$ cat src/core/cfg_pin_regs.svh
// Purpose: Offsets, field positions, reset values and timing counts for the
//          configurable pin status block.
// Assumes: APB byte addressing, 32-bit data, one register per aligned word.
// Notes:   Definitions only; included by bare name.
`ifndef CFG_PIN_REGS_SVH
`define CFG_PIN_REGS_SVH

// Register byte offsets
`define PIN_FUNC_OFFSET    8'h00
`define PIN_STATUS_OFFSET  8'h04
`define WAKE_CTRL_OFFSET   8'h08

// Field layout
`define PIN_COUNT          5
`define FUNC_WIDTH         4
`define FUNC_FIELD_WIDTH   20
`define STAT_DRIVE_LSB     0
`define STAT_OE_LSB        5
`define STAT_SUSPEND_BIT   10
`define STAT_SHIFT_BIT     11
`define STAT_TX_ACT_BIT    12
`define STAT_RX_ACT_BIT    13
`define WAKE_ENABLE_BIT    0

// Reset values: pin0 tx LED, pin1 rx LED, pin2 line driver, pin3 power, pin4 suspend
`define PIN_FUNC_RESET     20'h54310
`define WAKE_CTRL_RESET    1'b1

// Timing
`define PCLK_PERIOD_NS     25
`define LED_HOLD_NS        50000000
`define LED_HOLD_CYCLES    ((`LED_HOLD_NS + `PCLK_PERIOD_NS - 1) / `PCLK_PERIOD_NS)
`define LED_COUNT_WIDTH    21

// Clock output phase steps against a modulus of ten pclk steps
`define NCO_MODULUS        4'hA
`define CLK12_STEP         4'h6
`define CLK6_STEP          4'h3

`endif

$ cat src/core/cfg_pin_pkg.sv
// Purpose: Types shared by the configurable pin status block.
// Assumes: Four-bit function code per pin.
// Notes:   Codes 8 to 15 are unused and leave the pin released.
package cfg_pin_pkg;

  // Function that a configurable pin carries
  typedef enum logic [3:0] {
    FUNC_TX_LED       = 4'h0,
    FUNC_RX_LED       = 4'h1,
    FUNC_COMBINED_LED = 4'h2,
    FUNC_LINE_DRIVER  = 4'h3,
    FUNC_POWER_EN_N   = 4'h4,
    FUNC_SUSPEND_N    = 4'h5,
    FUNC_CLK_12M      = 4'h6,
    FUNC_CLK_6M       = 4'h7
  } pin_func_type;

  // Drive pair for one pin
  typedef struct packed {
    logic oe;
    logic level;
  } pin_drive_type;

endpackage

$ cat src/core/activity_stretcher.sv
// Purpose: One-shot stretcher for a byte activity pulse.
// Assumes: Byte pulses are one cycle wide and synchronous to pclk.
// Notes:   Every pulse reloads the full hold time.
`timescale 1ns/10ps
`default_nettype none
`include "cfg_pin_regs.svh"

module activity_stretcher #(
  parameter int unsigned HOLD_CYCLES = `LED_HOLD_CYCLES
) (
  // Clock and reset
  input  wire logic pclk,
  input  wire logic presetn,
  // Activity
  input  wire logic byte_pulse,
  output logic      active
);

  logic [`LED_COUNT_WIDTH-1:0] count;       // Remaining hold time
  logic [`LED_COUNT_WIDTH-1:0] next_count;
  logic                        next_active;

  // Reload on every byte so sustained traffic keeps the LED lit
  always_comb begin
    next_count = count;
    if (byte_pulse) begin
      next_count = `LED_COUNT_WIDTH'(HOLD_CYCLES);  // [RULE5] [RULE10]
    end else if (count != '0) begin
      next_count = count - `LED_COUNT_WIDTH'(1);
    end
    next_active = (next_count != '0);             // [RULE5]
  end

  // Registered so the LED drive never glitches
  always_ff @(posedge pclk or negedge presetn) begin
    if (!presetn) begin
      count  <= '0;
      active <= 1'b0;
    end else begin
      count  <= next_count;
      active <= next_active;
    end
  end

endmodule // activity_stretcher
`default_nettype wire

$ cat src/core/clock_out_gen.sv
// Purpose: Fractional clock output derived from pclk by a phase accumulator.
// Assumes: Output rate is pclk * STEP / (2 * modulus).
// Notes:   Average rate is exact; edges carry one pclk period of jitter.
`timescale 1ns/10ps
`default_nettype none
`include "cfg_pin_regs.svh"

module clock_out_gen #(
  parameter logic [3:0] STEP = `CLK12_STEP
) (
  // Clock and reset
  input  wire logic pclk,
  input  wire logic presetn,
  // Generated clock
  output logic      clk_out
);

  logic [3:0] phase;        // Phase accumulator
  logic [3:0] next_phase;
  logic       next_clk_out;
  logic [4:0] sum;          // Unwrapped phase

  // Toggle on each wrap; 40 MHz cannot divide to 12 MHz by an integer
  always_comb begin
    sum          = {1'b0, phase} + {1'b0, STEP};
    next_phase   = phase;
    next_clk_out = clk_out;
    if (sum >= {1'b0, `NCO_MODULUS}) begin
      next_phase   = 4'(sum - {1'b0, `NCO_MODULUS});
      next_clk_out = ~clk_out;                   // [RULE8]
    end else begin
      next_phase = sum[3:0];
    end
  end

  // Registered output, free of decode glitches
  always_ff @(posedge pclk or negedge presetn) begin
    if (!presetn) begin
      phase   <= 4'h0;
      clk_out <= 1'b0;
    end else begin
      phase   <= next_phase;
      clk_out <= next_clk_out;
    end
  end

endmodule // clock_out_gen
`default_nettype wire

$ cat src/core/config_pin_status_outputs.sv
// Purpose: Function selection and drive for five configurable status pins.
// Assumes: UART and USB status inputs are synchronous to pclk.
// Notes:   Pin drive is registered, one pclk behind its status input and two behind a byte pulse.
//
// Contract
// RULE1: Line driver enable only while shifting character.
// RULE2: Defaults: pin2 line driver, pin3 power enable.
// RULE3: Any pin may carry any LED function.
// RULE4: LED pin released idle, low on activity.
// RULE5: One-shot timer stretches each LED indication.
// RULE6: Combined LED lights on transmit or receive.
// RULE7: Power enable low, suspend high; invert on suspend.
// RULE8: Clock output function includes 12 MHz choice.
// RULE9: Ring indicator during suspend requests host wake.
// RULE10: Each byte retriggers LED one-shot timer.
//
// Chosen here: the register offsets and the APB register port.
`timescale 1ns/10ps
`default_nettype none
`include "cfg_pin_regs.svh"

module config_pin_status_outputs
  import cfg_pin_pkg::*;
#(
  parameter int unsigned LED_HOLD_CYCLES = `LED_HOLD_CYCLES
) (
  // Clock and reset
  input  wire logic        pclk,
  input  wire logic        presetn,
  // APB slave
  input  wire logic        psel,
  input  wire logic        penable,
  input  wire logic        pwrite,
  input  wire logic [7:0]  paddr,
  input  wire logic [31:0] pwdata,
  output logic [31:0]      prdata,
  output logic             pready,
  output logic             pslverr,
  // UART and USB status
  input  wire logic        tx_shifting,
  input  wire logic        tx_byte,
  input  wire logic        rx_byte,
  input  wire logic        usb_suspended,
  input  wire logic        ring_indicator_n,
  output logic             remote_wakeup,
  // Configurable pins
  input  wire logic [4:0]  config_pin_in,
  output logic [4:0]       config_pin_out,
  output logic [4:0]       config_pin_oe
);

  // Register state
  logic [`FUNC_FIELD_WIDTH-1:0] pin_func;        // Function code per pin
  logic [`FUNC_FIELD_WIDTH-1:0] next_pin_func;
  logic                         wake_enable;     // Allows host wake requests
  logic                         next_wake_enable;
  logic [31:0]                  next_prdata;

  // Pin and wake state
  logic [4:0] next_pin_out;
  logic [4:0] next_pin_oe;
  logic       ring_prev;                          // Last ring level
  logic       next_remote_wakeup;

  // Status sources
  logic tx_active;       // Stretched transmit activity
  logic rx_active;       // Stretched receive activity
  logic clk_12m;         // 12 MHz average output
  logic clk_6m;          // 6 MHz average output

  // Address decode for the error path; read and write paths compare offsets directly
  function automatic logic addr_mapped(input logic [7:0] addr);
    addr_mapped = (addr == `PIN_FUNC_OFFSET) || (addr == `PIN_STATUS_OFFSET) ||
                  (addr == `WAKE_CTRL_OFFSET);
  endfunction

  // Drive for one pin given its function code
  function automatic pin_drive_type pin_drive(input logic [3:0] code);
    pin_drive_type d;
    d = '{oe: 1'b0, level: 1'b0};
    unique case (code)
      FUNC_TX_LED:       d = '{oe: tx_active, level: 1'b0};              // [RULE3] [RULE4]
      FUNC_RX_LED:       d = '{oe: rx_active, level: 1'b0};              // [RULE3] [RULE4]
      FUNC_COMBINED_LED: d = '{oe: tx_active | rx_active, level: 1'b0};  // [RULE6]
      FUNC_LINE_DRIVER:  d = '{oe: 1'b1, level: tx_shifting};            // [RULE1]
      FUNC_POWER_EN_N:   d = '{oe: 1'b1, level: usb_suspended};          // [RULE7]
      FUNC_SUSPEND_N:    d = '{oe: 1'b1, level: ~usb_suspended};         // [RULE7]
      FUNC_CLK_12M:      d = '{oe: 1'b1, level: clk_12m};                // [RULE8]
      FUNC_CLK_6M:       d = '{oe: 1'b1, level: clk_6m};
      // Unused codes leave the pin released
      default:           d = '{oe: 1'b0, level: 1'b0};
    endcase
    pin_drive = d;
  endfunction

  // Transmit activity one-shot
  activity_stretcher #(
    .HOLD_CYCLES (LED_HOLD_CYCLES)
  ) u_tx_stretch (
    .pclk       (pclk),
    .presetn    (presetn),
    .byte_pulse (tx_byte),
    .active     (tx_active)
  );

  // Receive activity one-shot
  activity_stretcher #(
    .HOLD_CYCLES (LED_HOLD_CYCLES)
  ) u_rx_stretch (
    .pclk       (pclk),
    .presetn    (presetn),
    .byte_pulse (rx_byte),
    .active     (rx_active)
  );

  // 12 MHz output for an attached controller
  clock_out_gen #(
    .STEP (`CLK12_STEP)
  ) u_clk12 (
    .pclk    (pclk),
    .presetn (presetn),
    .clk_out (clk_12m)
  );

  // 6 MHz output
  clock_out_gen #(
    .STEP (`CLK6_STEP)
  ) u_clk6 (
    .pclk    (pclk),
    .presetn (presetn),
    .clk_out (clk_6m)
  );

  // Zero wait state; only unmapped addresses fail
  assign pready  = 1'b1;
  assign pslverr = psel && penable && !addr_mapped(paddr);

  // Register writes and read data capture
  always_comb begin
    next_pin_func    = pin_func;
    next_wake_enable = wake_enable;
    next_prdata      = prdata;
    // Writes land at the access edge
    if (psel && penable && pwrite) begin
      if (paddr == `PIN_FUNC_OFFSET) begin
        next_pin_func = pwdata[`FUNC_FIELD_WIDTH-1:0];   // [RULE3]
      end else if (paddr == `WAKE_CTRL_OFFSET) begin
        next_wake_enable = pwdata[`WAKE_ENABLE_BIT];
      end
    end
    // Read data is sampled in the setup cycle so it comes from a flop
    if (psel && !penable && !pwrite) begin
      next_prdata = 32'h0000_0000;
      if (paddr == `PIN_FUNC_OFFSET) begin
        next_prdata[`FUNC_FIELD_WIDTH-1:0] = pin_func;
      end else if (paddr == `PIN_STATUS_OFFSET) begin
        next_prdata[`STAT_DRIVE_LSB +: `PIN_COUNT] = config_pin_out;
        next_prdata[`STAT_OE_LSB +: `PIN_COUNT]    = config_pin_oe;
        next_prdata[`STAT_SUSPEND_BIT]             = usb_suspended;
        next_prdata[`STAT_SHIFT_BIT]               = tx_shifting;
        next_prdata[`STAT_TX_ACT_BIT]              = tx_active;
        next_prdata[`STAT_RX_ACT_BIT]              = rx_active;
      end else if (paddr == `WAKE_CTRL_OFFSET) begin
        next_prdata[`WAKE_ENABLE_BIT] = wake_enable;
      end else begin
        // Unmapped reads return zero alongside the error
        next_prdata = 32'h0000_0000;
      end
    end
  end

  // Register file flops
  always_ff @(posedge pclk or negedge presetn) begin
    if (!presetn) begin
      pin_func    <= `PIN_FUNC_RESET;                    // [RULE2]
      wake_enable <= `WAKE_CTRL_RESET;
      prdata      <= 32'h0000_0000;
    end else begin
      pin_func    <= next_pin_func;
      wake_enable <= next_wake_enable;
      prdata      <= next_prdata;
    end
  end

  // Per-pin drive from the selected function
  always_comb begin
    pin_drive_type d;
    d            = '{oe: 1'b0, level: 1'b0};
    next_pin_out = 5'h00;
    next_pin_oe  = 5'h00;
    for (int i = 0; i < `PIN_COUNT; i++) begin
      d               = pin_drive(pin_func[i*`FUNC_WIDTH +: `FUNC_WIDTH]);
      next_pin_out[i] = d.level;
      next_pin_oe[i]  = d.oe;
    end
  end

  // Pin drive flops; released during reset so nothing is driven early
  always_ff @(posedge pclk or negedge presetn) begin
    if (!presetn) begin
      config_pin_out <= 5'h00;
      config_pin_oe  <= 5'h00;
    end else begin
      config_pin_out <= next_pin_out;
      config_pin_oe  <= next_pin_oe;
    end
  end

  // Wake request on a falling ring level, only while suspended
  always_comb begin
    next_remote_wakeup = wake_enable && usb_suspended &&
                         ring_prev && !ring_indicator_n;   // [RULE9]
  end

  // Ring edge history and one-cycle wake pulse
  always_ff @(posedge pclk or negedge presetn) begin
    if (!presetn) begin
      ring_prev     <= 1'b1;
      remote_wakeup <= 1'b0;
    end else begin
      ring_prev     <= ring_indicator_n;
      remote_wakeup <= next_remote_wakeup;
    end
  end

  // Pin inputs are not used by any output function yet
  logic unused_pin_in;
  assign unused_pin_in = ^config_pin_in;

endmodule // config_pin_status_outputs
`default_nettype wire

$ cat config.mk
export PLATFORM = sky130hd
export DESIGN_NAME = config_pin_status_outputs
export DESIGN_NICKNAME = d
export VERILOG_FILES = /design/src/core/cfg_pin_pkg.sv /design/src/core/activity_stretcher.sv /design/src/core/clock_out_gen.sv /design/src/core/config_pin_status_outputs.sv
export VERILOG_INCLUDE_DIRS = /design/src /design/src/core
export SDC_FILE = /design/constraint.sdc
export NUM_CORES = 1
export LEC_CHECK = 0
export ABC_AREA = 1
export BUFFER_PORTS_ARGS = -buffer_cell sky130_fd_sc_hd__buf_2
export CAP_MARGIN = 0
export CORE_MARGIN = 4
export CORE_UTILIZATION = 40
export DETAILED_ROUTE_END_ITERATION = 10
export HOLD_SLACK_MARGIN = 0.05
export PLACE_DENSITY_LB_ADDON = 0.15
export SKIP_CTS_REPAIR_TIMING = 1
export SLEW_MARGIN = 0
export SYNTH_ARGS = -nofsm -noshare
export SYNTH_HDL_FRONTEND = slang
export SYNTH_SLANG_ARGS = --single-unit
$ cat constraint.sdc
create_clock -name pclk -period 3.7 [get_ports pclk]
set_input_delay 0.37 -clock pclk [delete_from_list [all_inputs] [get_ports pclk]]
set_output_delay 0.37 -clock pclk [all_outputs]
set_load 0.05 [all_outputs]
# Word level (Yosys, flattened, before mapping)

Index checks and enable logic that the tools add are counted.

$add $sub $neg: 6
Order comparisons: 2
Equality and inequality tests: 37
Multiplexer cells: 14
Bitwise logic cells: 5
Reduce and logical (&&, ||, !) cells: 26

Operator list:

| kind                                                               | count |
|---|---|
| two-way mux 21 bit                                                 | 4 |
| nonzero test 21 bit                                                | 4 |
| equality test 4 x 3 -> 1 bit (second input constant)               | 20 |
| one-hot mux 2 bit (8 select lines)                                 | 5 |
| subtractor 21 x 1 -> 21 bit (second input constant)                | 2 |
| equality test 4 x 2 -> 1 bit (second input constant)               | 10 |
| equality test 4 x 1 -> 1 bit (second input constant)               | 5 |
| logical NOT 4 bit                                                  | 5 |
| two-way mux 20 bit                                                 | 1 |
| two-way mux 14 bit                                                 | 1 |
| greater-or-equal comparator 5 x 4 -> 1 bit (second input constant) | 2 |
| equality test 8 x 3 -> 1 bit (second input constant)               | 1 |
| equality test 8 x 4 -> 1 bit (second input constant)               | 1 |
| logical AND 1 bit                                                  | 8 |
| logical NOT 8 bit                                                  | 1 |
| two-way mux 4 bit                                                  | 2 |
| subtractor 4 bit (second input constant)                           | 2 |
| adder 4 x 2 -> 5 bit (second input constant)                       | 1 |
| adder 4 x 3 -> 5 bit (second input constant)                       | 1 |
| logical NOT 1 bit                                                  | 4 |
| NOT 1 bit                                                          | 4 |
| AND reduction 3 bit                                                | 1 |
| logical OR 1 bit                                                   | 2 |
| AND reduction 2 bit                                                | 1 |
| other kinds (2)                                                    | 2 |

Flip-flop bits (word level): 107
Bits of input ports: 55
Output and inout port bits: 45
Word-level logic and storage cells: 105

# Logic depth before layout (Yosys ltp)

Gate-level depths: netlist of run 1.

Word-level depth: 5
Mapped depth: 13
Mapped depth without buffers: 13

# Modules after synthesis

Synthesis of run 1 repeated with hierarchy kept, for this count alone.

Cell total of the unflattened synthesis: 848
Area, all modules: 6311.1 um2

By module, submodules not included:

| module                    | instances | cells an instance | area an instance (um2) | seq. area each (um2) |
|---|---|---|---|---|
| activity_stretcher        | 2         | 214               | 1471.4                 | 550.5 |
| config_pin_status_outputs | 1         | 341               | 2785.2                 | 1336.3 |
| clock_out_gen at u_clk6   | 1         | 44                | 311.5                  | 125.1 |
| clock_out_gen at u_clk12  | 1         | 35                | 271.5                  | 100.1 |

# Worst setup path before layout of run 1

Ideal clock, no wire load.

Path type: register to register
From: register u_tx_stretch.count[0]
To: register u_tx_stretch.active
Setup time: 0.129 ns
Arrival time: 1.663 ns
Data required time: 3.571 ns
Slack: 1.909 ns
Cell stages (with the launch flop): 12
Buffers on the path: 1
Period minus slack after synthesis: 1.791 ns
Path through: dfrtp_1 inv_1 ha_1 nand2_4 nor2_8 nand3_4 buf_6 nand3_2 nand2_1 nand3b_1 nor2_1 nand3_1

Word-level cells in the longest chain between the ends: 4
Elaborated cells between the ends (all ways): 5
Those cells by class: add/sub (1); mux (2); reduce/logical (2)

Ends and longest elaborated chain:

| element                                                            | RTL line                                           | RTL |
|---|---|---|
| start, declared                                                    | activity_stretcher.sv:19                           | `` logic [`LED_COUNT_WIDTH-1:0] count; `` |
| start signal, assigned                                             | activity_stretcher.sv:40                           | `count <= next_count;` |
| subtractor 21 x 1 -> 21 bit or nonzero test 21 bit (tied branches) | activity_stretcher.sv:29, activity_stretcher.sv:28 |  |
| two-way mux 21 bit *                                               | activity_stretcher.sv:28                           | `end else if (count != '0) begin` |
| two-way mux 21 bit *                                               | activity_stretcher.sv:26                           | `if (byte_pulse) begin` |
| nonzero test 21 bit *                                              | activity_stretcher.sv:31                           | `next_active = (next_count != '0);` |
| named net u_tx_stretch.next_active                                 | activity_stretcher.sv:21                           | `logic next_active;` |
| end signal, assigned                                               | activity_stretcher.sv:41                           | `active <= next_active;` |
| end, declared                                                      | activity_stretcher.sv:16                           | `output logic active` |

Mark *: on every way through the listed nets, which the timed path passes. The rest lies on a longest branch.
A chain may end at the register's enable or synchronous reset.

# Worst setup path in the final report of run 1

Same ends and word-level chain as after synthesis.

==> results of run 1 <==
[cells by family after synthesis]
logic type	count (synthesis)	share of synthesized area
AOI/OAI and AO/OA	106	0.1136
buffers and inverters	152	0.1114
DFF	106	0.4526
muxes	2	0.003615
adders and majority gates	8	0.01701
and+or+nand+nor	332	0.2678
xor gates and xnor gates	22	0.03275
other	2	0.001277
[worst max-delay path: cells and delay by family (launching register included)]
kind,cells,cell delay [ns]
simple gates,9,1.24
buf+inv,1,0.16
flops,1,0.37
fa+ha+maj,1,0.32
[power by group]
part / total, mW / internal (mW) / switching [mW]
registers: 1.29 / 1.23 / 0.0629
clock network: 0.984 / 0.561 / 0.422
logic: 0.593 / 0.176 / 0.417
total: 2.87 / 1.97 / 0.902
[layer usage]
metal | vias up | GRT usage | routed length, µm | share of wire
li1 | 2467 | - | - | -
met1 | 2315 | 0.2380 | 6601 | 0.48
met2 | 104 | 0.2695 | 6247 | 0.45
met3 | 13 | 0.02350 | 706 | 0.051
met4 | 0 | 0.05806 | 179 | 0.013
met5 | - | 0 | 0 | 0
[worst max-delay path by stage]
stage | from | to | slack [ns] | depth (start not counted)
4_1_cts | u_tx_stretch.count[0] | u_tx_stretch.active | 1.44 | 11
3_3_place_gp | u_tx_stretch.count[0] | u_tx_stretch.active | 1.46 | 11
2_1_floorplan | u_tx_stretch.count[0] | u_tx_stretch.active | 1.91 | 11
5_1_grt | u_tx_stretch.count[0] | u_tx_stretch.active | 1.27 | 11
3_5_place_dp | paddr[1] | pin_func[13] | 1.45 | 8
6_report | u_tx_stretch.count[0] | u_tx_stretch.active | 1.47 | 11
[state kept, by name, indices dropped and copies added, names as in the netlist, 3 cells and up]
| signal | count |
|---|---|
| u_rx_stretch.count | 21 |
| config_pin_out | 5 |
| u_tx_stretch.count | 21 |
| u_clk6.phase | 4 |
| u_clk12.phase | 3 |
| config_pin_oe | 5 |
| prdata | 20 |
| pin_func | 20 |
[layout make-up]
class,instances,share of cell area
Inverter,124,0.07000
Sequential cell,106,0.4005
Timing Repair Buffer,73,0.05683
Clock inverter,4,0.007527
Multi-Input combinational cell,483,0.3920
Tap cell,184,0.03463
Clock buffer,12,0.03858
[synth_stat cells (all sizes together) (4+ instances only)]
| cell type | n |
|---|---|
| a21oi | 35 |
| a41oi | 4 |
| buf | 22 |
| clkbuf | 6 |
| dfrtp | 98 |
| dfstp | 8 |
| ha | 8 |
| inv | 122 |
| nand2 | 138 |
| nand3 | 60 |
| nand3b | 11 |
| nand4 | 10 |
| nor2 | 101 |
| nor3 | 9 |
| o21a | 13 |
| o21ai | 26 |
| o221ai | 15 |
| o31ai | 5 |
| xnor2 | 7 |
| xor2 | 15 |
[cells in the final DEF, fill, tap and decap left out, types with 8 or more instances in the layout]
cell type	count
clkbuf_16	9
nor2_2	10
o21a_1	13
o21ai_0	26
nand3_1	52
nand3b_1	11
inv_1	121
ha_1	8
xor2_1	15
nand4_1	10
nand2_1	133
dfstp_2	8
dfrtp_1	98
conb_1	13
a21oi_1	35
nor2_1	86
buf_2	68
o221ai_1	15
==> impl.org, run 1 <==
** Run status
- The flow ran to the end, and the final reports show no timing, DRC or antenna violations.

** STA
- Time the final worst path needs with I/O delays and setup :: 2.227 ns
- Final hold slack :: 0.1139 ns
- Static timing analysis puts the maximum clock frequency at 0.4490 GHz.
- The number of slew-limit violations in the final report is 0.
- Relative slew slack :: 0.4639
- Setup violations remaining at the end of the flow were counted as 0.
- Setup repair after global routing left no endpoint under its margin.
- After routing, the total negative slack on setup checks comes to 0 ns.
- Final Hold Violating Endpoints :: 0
- Final worst clock skew :: 0.006952 ns
- At the pin with the least slew margin, the transition time is 0.8042 ns.
- Crit path setup slack, layout :: 1.473 ns
- Of the available clock period, the critical path in the final layout requires 0.6019.

** Clock network
- Clock tree synthesis found a total of 106 sinks.
- Clock latency on the worst-skew pair, taken at its later pin, is 0.34 ns.
- Clock root cell :: clkbuf_16
- The clock tree synthesis step divided the H-tree into 3 levels.
- Clock edge transition at the registers on the reported setup and hold paths :: 0.07 ns
- CTS buffer count :: 9
- TritonCTS built the clock tree.
- The longest clock path from root to sink contains 2 buffers.

** Critical path
- Reg2Reg Setup Slack :: 1.47 ns
- Worst endpoint required time :: 3.91 ns
- Critical-path maximum fanout :: 21
- The worst setup path is launched from a flop.
- STA classifies the critical path endpoint as a flop.
- The worst setup path is of the reg -> reg kind.
- The number of cells on the worst reg-to-reg path is 11.
- Cell type of the slowest stage on the worst timing path :: dfrtp_1
- Reg-to-reg critical path endpoint :: u_tx_stretch.active
- Data on the critical path arrives at its endpoint at 2.44 ns.
- For this run, the slowest stage of the critical path takes 0.37 ns.
- CP cell instances :: inv_1 > ha_1 > nand2_4 > nor2_8 > nand3_4 > nand3_2 > nand2_1 > nor2_1 > nand2_1 > nor2_1 > nand3_1
- In this run the critical register-to-register path is launched from u_tx_stretch.count[0].

** Placement
- At the placement stage, the worst setup path has a slack of 1.449 ns.
- Port buffer count :: 69
- Summed over all nets, the half-perimeter wirelength after detailed placement is 10.15 mm.
- Standard cell area after detailed placement :: 6342 µm²
- Placed insts :: 970
- At the end of routability-driven placement, the weighted congestion stood at 0.8789.

** Drt
- The pre-antenna-repair detailed-routing pass consisted of 5 iterations.
- Using the TritonRoute via totals, the vias-per-cell ratio works out to 4.969.
- After the first detailed-routing iteration, the DRC count stood at 274.
- Wire length per cell :: 13.93 µm
- Final ANT Viol Nets :: 0
- Overall routed net length :: 13.73 mm
- Vias :: 4899
- For this run, design rule violations remaining after detail routing come to 0.

** Die
- Initial core utilization :: 0.4063
- Die height :: 129.3 µm
- Measured along the x axis, the die boundary spans 129.3 µm.
- Num rows :: 44
- In this run the count of I/O pins placed on the die edge is 100.
- Die Area :: 16710 µm²
- The total area inside the core boundary comes to 14480 µm².

** Synth
- Among all flip-flop cells after synthesis, the most frequent one is dfrtp_1.
- Yosys reg bits :: 106
- Warnings from Yosys :: 0
- Of the post-synthesis cell area, the dominant cell type holds 0.4168.
- Synth Cell Area :: 5883 µm²
- Sequential element share of the synthesized area :: 0.4526
- Post-Syn Area per Cell :: 8.059 µm²
- In this run, synthesis inferred 0 flip-flops with an integrated enable.
- After synthesis, the netlist uses 43 different library cells.
- Synthesis handed over a netlist of 730 instances.
- Top area cells in the synthesized netlist :: dfrtp_1 (42%), nand2_1 (8.5%), inv_1 (7.7%)
- Summed over all instances, the cell type with the most area after synthesis is dfrtp_1.
- Share of flip-flops with an asynchronous set or reset after synthesis :: 1.000

** Worst hold path
- The worst hold path belongs to the class in -> async.

** Final layout
- Final cell count without fillers :: 986
- Antenna diode count :: 0
- Sequential cell area :: 2663 µm²
- Final std cell area, no fill :: 6649 µm²
- In the final layout, the share of cells above drive strength 1 is 0.1596.
- # nets final :: 860
- Area growth from synthesis to layout :: 13.02%
- Counting the fill cells in the layout gives 1458.
- Utilization of the core after routing :: 0.4592
- Combined area of the multi-input logic cells :: 2606 µm²

** Global routing
- The initial antenna violation count is 0.
- Global-route usage over all layers :: 0.1693
- Wire length of the first global-routing pass :: 22.76 mm
- Pin count of the biggest net entering global routing :: 62
- Summed over all layers, the global routing overflow is 0.
- The via count of the first global-routing pass is 4733.

** Pwr
- Largest voltage drop on the vdd net :: 0.0002173 V
- Static Leak :: 3.517 nW
- Pwr dens :: 431.9 nW/µm²
- The completed layout was analyzed and its total power is 2.872 mW.

** Job
- Across the run, the number of max-cap violations was 0.
Note: power is estimated with default switching activity, not from simulation.
==> run 2, diff against run 1 <==
Clock period 3.7 ns to 2.2 ns, I/O delays scaled along.
==> run 2 against run 1 <==
Against the previous run:
- die area stayed put
- sequential share of layout area is 1.2 points lower
- power is 81% higher
- hold slack better by 0.0075 ns
- critical endpoint unchanged
- clock power is 100% higher
- sequential cell count stayed put
- count of clock-buffer cells in the layout is 2 lower
- cell count is 1.5% higher
- register-to-register slack worse by 1.3 ns
==> impl.org, run 2 (synthesis results as in run 1) <==
** Final layout
- Regs by FF count: u_rx_stretch.count (21), u_tx_stretch.count (21) (unchanged).
- The commonest non-fill, non-tap cell in the layout is nand2_1 (unchanged).
- Final std cell area, no fill :: 6852 µm² (was 6649 µm²)
- Commonest cells after routing, fill and taps aside: nand2_1 (133), inv_1 (121), dfrtp_1 (98) (unchanged).
- Area growth from synthesis to layout :: 16.46% (was 13.02%)
- The combined area of the multi-input logic cells was 2616 µm² (was 2606 µm²).
- Sequential cell area :: 2663 µm² (unchanged)
- The post-layout net count is 875 (was 860).
- The fraction of layout instances using a drive strength above 1 came to 0.1738 (was 0.1596).
- The final antenna diode count was 0 (unchanged).
- The final-layout fill cell count came to 1448 (was 1458).

** Drt
- Routed metal-1 wirelength :: 6.650 mm (was 6.601 mm)
- Highest routing layer actually used :: met4 (unchanged)
- The overall via count from detail_route was 4968 (was 4899).
- Number of DRC markers after the initial detailed-route iteration :: 199 (was 274)
- Wire length on met3 :: 669 µm (was 706 µm)
- Met2 WL post-DR :: 6.356 mm (was 6.247 mm)
- The mean routed wirelength per cell was 13.99 µm (was 13.93 µm).
- The final wirelength came to 14.00 mm (was 13.73 mm).
- The via density per instance was 4.963 (was 4.969).
- The number of remaining DRC errors came to 0 (unchanged).
- Drt first pass iters :: 4 (was 5)
- The number of nets still failing antenna checks after routing was 0 (unchanged).

** Clock network
- CTS buffer count :: 9 (unchanged)
- The buffer depth of the longest clock path is 2 (unchanged).
- The clock transition at the register clock pins on the worst setup and hold paths after CTS came to 0.07 ns (about the same).
- The CTS tree is done (unchanged).
- Number of sinks driven by the clock tree :: 106 (unchanged)
- Clock latency reported for the late side of the worst-skew pair :: 0.34 ns (about the same)
- Clock root cell :: clkbuf_16 (unchanged)
- The CTS H-tree depth is 3 (unchanged).

** Global routing
- Wire length of the first global-routing pass :: 22.74 mm (was 22.76 mm)
- The total global-route track usage was 0.1692 (was 0.1693).
- Initial antenna violation count :: 0 (unchanged)
- Pin count of the biggest net entering global routing :: 49 (was 62)
- The total congestion overflow after global routing was 0 (unchanged).
- Vias in the first global route :: 4800 (was 4733)

** Pwr
- The leakage power figure is 3.625 nW (was 3.517 nW).
- The overall power consumption came to 5.192 mW (was 2.872 mW).
- The worst supply voltage drop on vdd is 0.0003429 V (was 0.0002173 V).
- The power density relative to cell area came to 757.7 nW/µm² (was 431.9 nW/µm²).

** Placement
- The weighted congestion reported at the end of routability-driven placement is 0.9177 (was 0.8789).
- Standard cell area after detailed placement :: 6445 µm² (was 6342 µm²)
- Port buffer count :: 69 (unchanged)
- DP HPWL :: 10.53 mm (was 10.15 mm)

** STA
- # setup viols final :: 0 (unchanged)
- Setup tns final :: 0 ns (unchanged)
- Final hold slack :: 0.1214 ns (was 0.1139 ns)
- Tightest Pin Transition :: 0.5817 ns (was 0.8042 ns)
- The number of slew-limit violations in the final report is 0 (unchanged).
- Achievable clock frequency :: 0.5053 GHz (was 0.4490 GHz)
- The relative slew slack came to 0.6081 (was 0.4639).
- The final worst-path cycle share is 0.8996 (was 0.6019).
- RSZ-0062 raised after global routing: false (unchanged).
- Final Hold Violating Endpoints :: 0 (unchanged)
- Final worst clock skew :: 0.009163 ns (was 0.006952 ns)
- Time the final worst path needs with I/O delays and setup :: 1.979 ns (was 2.227 ns)

** Critical path
- The critical setup path kind was reg -> reg (unchanged).
- The worst flop-to-flop path endpoint is u_tx_stretch.active (unchanged).
- The nature of the critical path endpoint is a flop (unchanged).
- The worst flop-to-flop path startpoint is u_tx_stretch.count[1] (was u_tx_stretch.count[0]).
- The required time of the critical path is 2.42 ns (was 3.91 ns).
- Reg2Reg Setup Slack :: 0.22 ns (was 1.47 ns)
- Critical-path maximum fanout :: 21 (unchanged)
- The number of cells on the worst reg-to-reg path came to 10 (was 11).
- Category of the worst setup path launch point :: flop (unchanged)
- The worst path arrival time was 2.20 ns (was 2.44 ns).

** Die
- The starting density of the core came to 0.4063 (unchanged).
- Die height :: 129.3 µm (unchanged)
- Die X :: 129.3 µm (unchanged)
- The number of primary I/O pins was 100 (unchanged).
- The area of the core is 14480 µm² (unchanged).
- The overall die area was 16710 µm² (unchanged).
- Num rows :: 44 (unchanged)

** Worst hold path
- Hold Crit Start :: pwdata[7]
- Instance count along the most critical hold path :: 3
- Hold Path End :: pin_func[7]
- Tightest Hold Check Type :: in -> reg (was in -> async)

** Job
- The max capacitance violation total came to 0 (unchanged).

** Run status
- Outcome: completed (unchanged).
run 2: final cells by class:
cell class	count	area share
clock inverters	6	0.02009
repair buffers	87	0.07305
multi-input cells	484	0.3818
inverters	124	0.06793
flip-flops and latches	106	0.3886
clock buffers	10	0.03488
well taps	184	0.03360
run 2: metrics by stage:
| step | utilization | worst slack, ns | cells |
|---|---|---|---|
| after detailed placement | 0.4451 | 0.1721 | 982 |
| after floorplan | - | 0.4087 | 741 |
| after global placement | 0.4451 | 0.2203 | 982 |
| after CTS | 0.4711 | 0.1543 | 998 |
| after global routing | 0.4732 | 0.02918 | 1001 |
| final | 0.4732 | 0.2208 | 1001 |
run 2: worst max path at each step:
stage | startpoint | end | slack [ns] | depth (start not counted)
final | u_tx_stretch.count[1] | u_tx_stretch.active | 0.22 | 10
after global routing | u_rx_stretch.count[0] | u_rx_stretch.active | 0.03 | 11
after CTS | u_rx_stretch.count[0] | u_rx_stretch.active | 0.15 | 11
after detailed placement | u_rx_stretch.count[0] | u_rx_stretch.active | 0.17 | 11
after global placement | u_rx_stretch.count[0] | u_rx_stretch.active | 0.22 | 11
after floorplan | u_tx_stretch.count[0] | u_tx_stretch.active | 0.41 | 11
run 2: worst max-delay path, stage by stage, from the launching register on:
cell and delay, ns:
dfrtp_1 0.40, inv_1 0.09, ha_1 0.22, nand2_4 0.09, nor2_8 0.15, nand3_4 0.25
nand3_2 0.17, nand2_1 0.06, nand3b_1 0.15, nor2_1 0.16, nand3_1 0.11
run 2: metal layers:
layer	track usage	up-vias
li1	-	2500
met1	0.2334	2334
met2	0.2683	114
met3	0.02638	20
met4	0.06671	0
met5	0	-
run 2: power by group:
part,internal [mW],total (mW),switching [mW]
clock,1.26,1.98,0.718
combinational,0.324,1.03,0.708
sequential,2.07,2.18,0.107
total,3.66,5.19,1.53
